File: src/hw/bsf_pkg.sv
package bsf_pkg;

    // ----------------------------------------
    // Timing
    // ----------------------------------------
    localparam int CLK_FREQ_KHZ = 100000;
    localparam int OSC_FREQ_KHZ = 2500;
    localparam int OSC_DIV = CLK_FREQ_KHZ / OSC_FREQ_KHZ;
    localparam int STEP_TIME_NS = 20000;
    localparam int CLK_PERIOD_NS = 10;
    localparam int STEP_CYCLES = (STEP_TIME_NS + CLK_PERIOD_NS - 1)
        / CLK_PERIOD_NS;
    localparam int FOLDBACK_CYCLES = 32;
    localparam int SYNC_STAGES = 2;

    // ----------------------------------------
    // Current limit level codes for the analog limit DAC
    // ----------------------------------------
    localparam logic [1:0] LIM_20 = 2'h0;
    localparam logic [1:0] LIM_25 = 2'h1;
    localparam logic [1:0] LIM_40 = 2'h2;
    localparam logic [1:0] LIM_100 = 2'h3;

    typedef enum logic [3:0] {
        BSF_OFF,
        BSF_REF,
        BSF_LVL1,
        BSF_LVL2,
        BSF_LVL3,
        BSF_LVL4,
        BSF_SS_WAIT,
        BSF_PWM,
        BSF_THERMAL
    } bsf_state_e;

    // Comparator outputs from the analog stage
    typedef struct packed {
        logic enable;
        logic uvloOk;
        logic overTemp;
        logic tempRecovered;
        logic curLimit;
        logic zeroCurrent;
        logic outAbove90;
        logic outAbove96;
        logic overVoltage;
        logic belowHold;
    } bsf_sense_s;

    // Drive to the power stage
    typedef struct packed {
        logic highSideOn;
        logic lowSideOn;
        logic refOn;
        logic foldback;
        logic hysteretic;
        logic [1:0] limitLevel;
    } bsf_drive_s;

endpackage

File: src/hw/bsf_sync.sv
`timescale 1ns/1ps
`default_nettype none

module bsf_sync #(
    parameter int WIDTH = 10
) (
    input wire logic clock, // System clock
    input wire logic sys_rst, // Synchronous reset
    input wire logic [WIDTH-1:0] asyncIn, // Pins from other domain
    output logic [WIDTH-1:0] syncOut // Synchronised copy
);

    logic [WIDTH-1:0] meta_q;

    // Only the second stage is visible to logic
    always_ff @(posedge clock) begin
        if (sys_rst) begin
            meta_q <= '0;
            syncOut <= '0;
        end else begin
            meta_q <= asyncIn;
            syncOut <= meta_q;
        end
    end

endmodule

`default_nettype wire

File: src/hw/bsf_supervisor.sv
`timescale 1ns/1ps
`default_nettype none

// Notes on behaviour
// - PWM turns high side on each oscillator edge
// - Over temperature floats switch node
// - Temperature recovery restarts full soft-start
// - 32 consecutive limit cycles enter foldback
// - Foldback ends when load below hold
// - No foldback during soft-start
// - Overvoltage disables drive, node floats
// - Start only with supply ok and enable
// - Limit steps 20, 25, 40, 100 percent
// - 20us reference wait, then 20us per level
// - Hysteretic on at zero, off at limit
// - Early 90 percent stays hysteretic until end
// - Late start goes PWM at 96 percent
// - End of soft-start forces PWM
// - No discharge of prebiased output
// - Enable low shuts everything off at once
module bsf_supervisor #(
    parameter int STEP_CYCLES = bsf_pkg::STEP_CYCLES,
    parameter int OSC_DIV = bsf_pkg::OSC_DIV
) (
    input wire logic clock, // 100 MHz system clock
    input wire logic sys_rst, // Synchronous reset, active high
    input wire bsf_pkg::bsf_sense_s sense, // Raw comparator inputs
    output bsf_pkg::bsf_drive_s drive, // Power stage controls
    output logic oscTick // Internal oscillator pulse
);

    // ----------------------------------------
    // Input synchronisation
    // ----------------------------------------
    bsf_pkg::bsf_sense_s sn;
    logic [$bits(bsf_pkg::bsf_sense_s)-1:0] snBits;

    bsf_sync #(.WIDTH($bits(bsf_pkg::bsf_sense_s))) uSync (
        .clock(clock),
        .sys_rst(sys_rst),
        .asyncIn(sense),
        .syncOut(snBits)
    );
    assign sn = bsf_pkg::bsf_sense_s'(snBits);

    // ----------------------------------------
    // Oscillator
    // ----------------------------------------
    logic [7:0] oscCnt_q;
    logic oscEdge;

    assign oscEdge = (oscCnt_q == 8'(OSC_DIV - 1));

    always_ff @(posedge clock) begin
        if (sys_rst || oscEdge) begin
            oscCnt_q <= 8'h00;
        end else begin
            oscCnt_q <= oscCnt_q + 8'h01;
        end
    end

    always_ff @(posedge clock) begin
        if (sys_rst) begin
            oscTick <= 1'b0;
        end else begin
            oscTick <= oscEdge;
        end
    end

    // ----------------------------------------
    // Sequencer
    // ----------------------------------------
    bsf_pkg::bsf_state_e state_q;
    logic [15:0] stepCnt_q;
    logic stepDone;
    logic early90_q;
    logic inSoftStart;
    logic shutdown;
    logic waitSlot_q;

    assign stepDone = (stepCnt_q == 16'(STEP_CYCLES - 1));
    assign shutdown = !sn.enable || !sn.uvloOk;
    assign inSoftStart = (state_q != bsf_pkg::BSF_PWM) &&
        (state_q != bsf_pkg::BSF_OFF) &&
        (state_q != bsf_pkg::BSF_THERMAL);

    always_ff @(posedge clock) begin
        // A slot only starts on entry to the reference wait, so a long
        // thermal hysteresis cannot shorten it
        if (sys_rst || shutdown || sn.overTemp || stepDone ||
            state_q == bsf_pkg::BSF_OFF ||
            state_q == bsf_pkg::BSF_THERMAL) begin
            stepCnt_q <= 16'h0000;
        end else begin
            stepCnt_q <= stepCnt_q + 16'h0001;
        end
    end

    // Faults are checked ahead of any sequencing step
    always_ff @(posedge clock) begin
        if (sys_rst || shutdown) begin
            state_q <= bsf_pkg::BSF_OFF;
        end else if (sn.overTemp) begin
            state_q <= bsf_pkg::BSF_THERMAL;
        end else begin
            case (state_q)
                bsf_pkg::BSF_OFF: begin
                    state_q <= bsf_pkg::BSF_REF;
                end
                bsf_pkg::BSF_THERMAL: begin
                    if (sn.tempRecovered) begin
                        state_q <= bsf_pkg::BSF_REF;
                    end
                end
                bsf_pkg::BSF_REF: begin
                    if (stepDone) begin
                        state_q <= bsf_pkg::BSF_LVL1;
                    end
                end
                bsf_pkg::BSF_LVL1: begin
                    if (stepDone) begin
                        state_q <= bsf_pkg::BSF_LVL2;
                    end
                end
                bsf_pkg::BSF_LVL2: begin
                    if (stepDone) begin
                        state_q <= (early90_q || sn.outAbove90) ?
                            bsf_pkg::BSF_SS_WAIT :
                            bsf_pkg::BSF_LVL3;
                    end
                end
                bsf_pkg::BSF_LVL3: begin
                    if (sn.outAbove96) begin
                        state_q <= bsf_pkg::BSF_PWM;
                    end else if (stepDone) begin
                        state_q <= bsf_pkg::BSF_LVL4;
                    end
                end
                bsf_pkg::BSF_LVL4: begin
                    if (sn.outAbove96 || stepDone) begin
                        state_q <= bsf_pkg::BSF_PWM;
                    end
                end
                bsf_pkg::BSF_SS_WAIT: begin
                    // Two remaining level slots keep the 100us total
                    if (stepDone && waitSlot_q) begin
                        state_q <= bsf_pkg::BSF_PWM;
                    end
                end
                default: begin
                    state_q <= bsf_pkg::BSF_PWM;
                end
            endcase
        end
    end

    // Wait slot counter: early finish still waits out two 20us slots
    always_ff @(posedge clock) begin
        if (sys_rst || state_q != bsf_pkg::BSF_SS_WAIT) begin
            waitSlot_q <= 1'b0;
        end else if (stepDone) begin
            waitSlot_q <= 1'b1;
        end
    end

    always_ff @(posedge clock) begin
        if (sys_rst || state_q == bsf_pkg::BSF_OFF ||
            state_q == bsf_pkg::BSF_REF) begin
            early90_q <= 1'b0;
        end else if ((state_q == bsf_pkg::BSF_LVL1 ||
                      state_q == bsf_pkg::BSF_LVL2) && sn.outAbove90) begin
            early90_q <= 1'b1;
        end
    end

    logic ssWaitEnd;
    assign ssWaitEnd = (state_q == bsf_pkg::BSF_SS_WAIT) && stepDone &&
        waitSlot_q;

    logic pwmMode_q;
    always_ff @(posedge clock) begin
        if (sys_rst || shutdown || sn.overTemp) begin
            pwmMode_q <= 1'b0;
        end else if (ssWaitEnd) begin
            pwmMode_q <= 1'b1;
        end else if (state_q == bsf_pkg::BSF_PWM) begin
            pwmMode_q <= 1'b1;
        end else begin
            pwmMode_q <= 1'b0;
        end
    end

    // ----------------------------------------
    // Foldback
    // ----------------------------------------
    logic [5:0] limCnt_q;
    logic limSeen_q;
    logic foldback_q;

    always_ff @(posedge clock) begin
        if (sys_rst || !pwmMode_q) begin
            limSeen_q <= 1'b0;
        end else if (oscEdge) begin
            limSeen_q <= 1'b0;
        end else if (sn.curLimit) begin
            limSeen_q <= 1'b1;
        end
    end

    always_ff @(posedge clock) begin
        if (sys_rst || !pwmMode_q) begin
            limCnt_q <= 6'h00;
        end else if (foldback_q && sn.belowHold) begin
            // Leaving foldback starts a fresh count, else it re-enters
            limCnt_q <= 6'h00;
        end else if (oscEdge) begin
            if (!(limSeen_q || sn.curLimit)) begin
                limCnt_q <= 6'h00;
            end else if (limCnt_q != 6'(bsf_pkg::FOLDBACK_CYCLES)) begin
                limCnt_q <= limCnt_q + 6'h01;
            end
        end
    end

    always_ff @(posedge clock) begin
        if (sys_rst || shutdown || sn.overTemp || inSoftStart) begin
            foldback_q <= 1'b0;
        end else if (foldback_q && sn.belowHold) begin
            foldback_q <= 1'b0;
        end else if (limCnt_q == 6'(bsf_pkg::FOLDBACK_CYCLES)) begin
            foldback_q <= 1'b1;
        end
    end

    // ----------------------------------------
    // Switch drive
    // ----------------------------------------
    logic hsOn_q;
    logic hystPhase;
    logic [1:0] level;

    assign hystPhase = inSoftStart && state_q != bsf_pkg::BSF_REF &&
        !pwmMode_q;

    always_comb begin
        case (state_q)
            bsf_pkg::BSF_LVL1: level = bsf_pkg::LIM_20;
            bsf_pkg::BSF_LVL2: level = bsf_pkg::LIM_25;
            bsf_pkg::BSF_LVL3: level = bsf_pkg::LIM_40;
            default: level = bsf_pkg::LIM_100;
        endcase
    end

    always_ff @(posedge clock) begin
        if (sys_rst || shutdown || sn.overTemp || sn.overVoltage) begin
            hsOn_q <= 1'b0;
        end else if (pwmMode_q) begin
            if (sn.curLimit) begin
                hsOn_q <= 1'b0;
            end else if (oscEdge) begin
                hsOn_q <= 1'b1;
            end
        end else if (hystPhase) begin
            if (sn.curLimit) begin
                hsOn_q <= 1'b0;
            end else if (sn.zeroCurrent) begin
                hsOn_q <= 1'b1;
            end
        end else begin
            hsOn_q <= 1'b0;
        end
    end

    // Low side conducts only in PWM; during soft-start it stays off so
    // inductor current never goes negative into a prebiased output.
    always_ff @(posedge clock) begin
        if (sys_rst) begin
            drive <= '0;
        end else begin
            drive.highSideOn <= hsOn_q && !shutdown && !sn.overTemp &&
                !sn.overVoltage;
            drive.lowSideOn <= pwmMode_q && !hsOn_q && !shutdown &&
                !sn.overTemp && !sn.overVoltage;
            drive.refOn <= !shutdown;
            drive.foldback <= foldback_q;
            drive.hysteretic <= hystPhase;
            drive.limitLevel <= level;
        end
    end

endmodule

`default_nettype wire

File: config.mk
export PLATFORM = sky130hd
export DESIGN_NAME = bsf_supervisor
export DESIGN_NICKNAME = d
export VERILOG_FILES = /design/src/hw/bsf_pkg.sv /design/src/hw/bsf_sync.sv /design/src/hw/bsf_supervisor.sv
export SDC_FILE = /design/constraint.sdc
export NUM_CORES = 1
export LEC_CHECK = 0
export BUFFER_PORTS_ARGS = -buffer_cell sky130_fd_sc_hd__buf_4
export CORE_MARGIN = 4
export CORE_UTILIZATION = 27
export DETAILED_ROUTE_END_ITERATION = 8
export PLACE_DENSITY = 0.47
export SLEW_MARGIN = 20
export SYNTH_ARGS = -nofsm -noshare
export SYNTH_HDL_FRONTEND = slang
export SYNTH_HIERARCHICAL = 1
export SYNTH_SLANG_ARGS = --single-unit
export TNS_END_PERCENT = 5
File: constraint.sdc
create_clock -name clock -period 4.02 [get_ports clock]
set_input_delay 0.603 -clock clock [delete_from_list [all_inputs] [get_ports clock]]
set_output_delay 0.603 -clock clock [all_outputs]
set_load 0.02 [all_outputs]
==> out/summary.log <==
INFO  synthesis      yosys.cell_types.count=48
INFO  routing        drcViolationCount=0
INFO  synthesis      synthesized_area=0.00271sqmm
INFO  run_status     status=finished, final reports clean
INFO  layout         mostFrequentLayoutCell=sky130_fd_sc_hd__dfxtp_1
INFO  cts            clock_tree.root_cell=sky130_fd_sc_hd__clkbuf_8
INFO  cts            post_cts_hold_buffer_count=0
INFO  routing        routed-via-count=1814
INFO  routing        via_per_inst=4.22
INFO  timing         post-route-min-period=2090ps
INFO  synthesis      postSynthCellCount=273
INFO  flow_run       maxCapViolations=0
INFO  cts            post_cts_resize_count=0
INFO  synthesis      synth_top_area_share=50.3%
INFO  timing         max-slew-margin-rel=62.3%
INFO  power_and_ir_drop cellPowerDensity=395mW/mm^2
INFO  global_route   total_grt_overflow=0
INFO  synthesis      post_synth_and_or_nand_nor_area_fraction=30.1%
INFO  synthesis      synth_xor_area_share=7.12%
INFO  floorplan      io_pins=20
INFO  timing         hold_violations=0
INFO  power_and_ir_drop leakage=1.11nW
INFO  placement      placedCellCount=414
INFO  cts            clk_path_buf_depth=2
INFO  layout         drive_above_1_share=23.6%
INFO  timing         achievable-frequency=0.480GHz
INFO  routing        wl_per_cell=11.3microns
INFO  setup_path     critical_path.endpoint_type=flip-flop
INFO  timing         layout_worst_path_cycle_share=51.9%
INFO  synthesis      ys_seq_area_share=50.3%
INFO  layout         area_delta_synth_final=15.4%
INFO  timing         finalSetupViolations=0
INFO  floorplan      floorplan.rows=36
INFO  setup_path     regToRegSetupSlack=1930ps
INFO  synthesis      synth_top_family_by_area=simple AND/OR/NAND/NOR gates
INFO  layout         share_of_the_core_filled_with_cells_in_the_final_layout=32.0%
INFO  setup_path     crit_fanout=5
INFO  routing        dr_wl_met3=193microns
INFO  setup_path     cp-start-kind=flip-flop
INFO  synthesis      synth-edff-count=0
INFO  synthesis      yosys_register_bits=68
INFO  global_route   first_pass_grt_wire_length=8580microns
INFO  routing        initialDrtViolationCount=135
INFO  routing        postRouteAntennaNets=0
INFO  timing         worst_slew_pin_slew=565ps
INFO  floorplan      die_width=108microns
INFO  min_path       class_of_the_most_critical_hold_timing_path=flip-flop to flip-flop
INFO  routing        top_signal_layer_used=met4
INFO  global_route   vias_in_the_first_global_route=1820
INFO  layout         antenna-diode-count=0
INFO  global_route   number_of_antenna_violations_at_the_first_check_in_global_routing=0
INFO  cts            clock_latency=340ps
INFO  synthesis      async_flop_share=0%
INFO  floorplan      die_area=0.0117sqmm
INFO  global_route   grt_max_degree=34
INFO  synthesis      synth_area_leader_cell=sky130_fd_sc_hd__dfxtp_1
INFO  cts            tritoncts=done
INFO  timing         finalClockSkew=6.00ps
INFO  placement      detailedPlacementHpwl=3260microns
INFO  synthesis      post_synthesis_compound_gate_area_fraction=6.61%
INFO  floorplan      coreArea=0.00977sqmm
INFO  synthesis      flip_flop_cell_with_the_highest_count_after_synthesis=sky130_fd_sc_hd__dfxtp_1
INFO  layout         fillCellCount=1038
INFO  layout         mostFrequentLayoutCells=sky130_fd_sc_hd__dfxtp_1 (68), sky130_fd_sc_hd__nor2_1 (45), sky130_fd_sc_hd__buf_4 (19)
INFO  global_route   globalRouteTotalUtil=9.44%
INFO  routing        route.met2.wl=1920microns
INFO  synthesis      synthAdderAreaFrac=1.85%
INFO  synthesis      synth.area.top_cells=sky130_fd_sc_hd__dfxtp_1 (50%), sky130_fd_sc_hd__nor2_1 (6.2%), sky130_fd_sc_hd__nor2b_2 (5.2%)
INFO  layout         design.final.nets=308
INFO  synthesis      ys.warnings.count=6
INFO  cts            post_cts.repair.setup_buffers=0
INFO  floorplan      chipHeight=108microns
INFO  synthesis      synth.net_count=289
INFO  floorplan      initial_core_util=27.7%
INFO  placement      place.port_buffers=19
INFO  setup_path     timing.critical_path.from=stepCnt_q[0]
INFO  cts            sink_count_of_the_clock_tree=68
INFO  synthesis      synth_area_per_cell=9.91squm
INFO  routing        wl_met1=2620microns
INFO  setup_path     setup.worst_path.class=flip-flop to flip-flop
INFO  setup_path     crit-reg2reg-capture=state_q[1]
INFO  timing         grt_setup_unrepaired=false
INFO  cts            number_of_cts_inserted_buffers=9
INFO  setup_path     reg2regPathDepth=6
INFO  cts            clock_tree.htree_level_count=3
INFO  synthesis      synth.mux.area_fraction=0.555%
INFO  routing        first_pass_iters=4
INFO  placement      gp_congestion=0.700
INFO  power_and_ir_drop worst_ir_drop_vdd=0.182mV
INFO  routing        total_wirelength=4850microns
INFO  setup_path     cp_data_arrival_time=2320ps
INFO  timing         timing_max_transition_violations_final=0
INFO  setup_path     reg2reg_from=stepCnt_q[0]
INFO  layout         finish.cell_count_without_fillers=430
INFO  cts            clk_transition_reported_paths=80ps
INFO  setup_path     crit_end=state_q[1]
INFO  setup_path     worst_ep_required_time=4260ps
INFO  timing         setup_tns=0ps
cells by family (layout without fill, tap and decap cells):
group / count (synthesis) / in the layout
buffers and inverters: 18 / 42
XOR/XNOR: 22 / 22
AND/OR/NAND/NOR: 132 / 132
flip-flops: 68 / 68
adder cells (fa/ha/maj): 4 / 4
multiplexers: 1 / 1
AO/OA/AOI/OAI: 28 / 28
sequential cells by signal, indices dropped and copies added, names as in the netlist:
register / cells
stepCnt_q: 16
waitSlot_q: 1
hsOn_q: 1
limCnt_q: 6
uSync/meta_q: 10
foldback_q: 1
early90_q: 1
pwmMode_q: 1
drive: 7
oscTick: 1
oscCnt_q: 8
state_q: 4
limSeen_q: 1
uSync/syncOut: 10
power by group:
group          internal (mW)  total (mW)  leakage, nW  switching, mW
Combinational         0.0215      0.0391        0.482         0.0176
Sequential             0.686       0.692        0.553        0.00594
Clock                  0.225       0.502       0.0779          0.276
routing by layer:
| layer | vias to the layer above | global-route usage, % |
|---|---|---|
| li1 | 970 | - |
| met1 | 810 | 12.8 |
| met2 | 25 | 13.3 |
| met3 | 9 | 2.81 |
| met4 | 0 | 5.41 |
| met5 | - | 0 |
synth_stat cells, drive strengths merged (2+ instances only):
library cell / n
dfxtp: 68
nor2: 45
nor2b: 22
xor2: 15
a21oi: 13
nand2: 12
buf: 8
nand3: 8
nand4: 8
and3: 7
inv: 7
xnor2: 7
nor3: 5
ha: 4
nor4b: 4
and4: 3
clkbuf: 3
nor3b: 3
nor4: 3
o21ai: 3
or3: 3
a211oi: 2
nand3b: 2
o21a: 2
or2: 2
or4: 2
metrics by stage:
| stage | power, mW | area [sq um] | hold WS [ps] | worst slack, ps |
|---|---|---|---|---|
| floorplan | 0.733 | 2710 | 415 | 2020 |
| global placement | 0.747 | 2950 | 424 | 1630 |
| detailed placement | 0.747 | 2950 | 422 | 1610 |
| CTS | 1.26 | 3120 | 443 | 1940 |
| global route | 1.30 | 3120 | 445 | 1850 |
| finish | 1.23 | 3120 | 440 | 1930 |
layout make-up:
class | count | area, sq um | area share (%)
inverter | 7 | 26.3 | 0.841
clock buffer | 9 | 124 | 3.97
sequential | 68 | 1360 | 43.6
tap | 133 | 166 | 5.33
clock inverter | 7 | 52.6 | 1.68
multi-input combinational | 187 | 1250 | 40.0
timing repair buffer | 19 | 143 | 4.57
worst max-delay path, stage by stage, from the launching register on:
cell	delay, ps
sky130_fd_sc_hd__dfxtp_1	350
sky130_fd_sc_hd__ha_1	250
sky130_fd_sc_hd__and4_4	210
sky130_fd_sc_hd__and4_4	190
sky130_fd_sc_hd__or4b_4	490
sky130_fd_sc_hd__and3_4	200
sky130_fd_sc_hd__mux2_4	280
worst min-delay path by stage:
| stage | from | end | slack, ps | cells after the start |
|---|---|---|---|---|
| final | uSync/meta_q[0] | uSync/syncOut[0] | 440 | 1 |
| after global routing | sense[3] | uSync/meta_q[3] | 450 | 2 |
| after CTS | sense[9] | uSync/meta_q[9] | 440 | 2 |
| after detailed placement | uSync/meta_q[6] | uSync/syncOut[6] | 420 | 1 |
| after global placement | uSync/meta_q[8] | uSync/syncOut[8] | 420 | 1 |
| after floorplan | uSync/meta_q[0] | uSync/syncOut[0] | 410 | 1 |
Power figures use the tool's default switching activity.
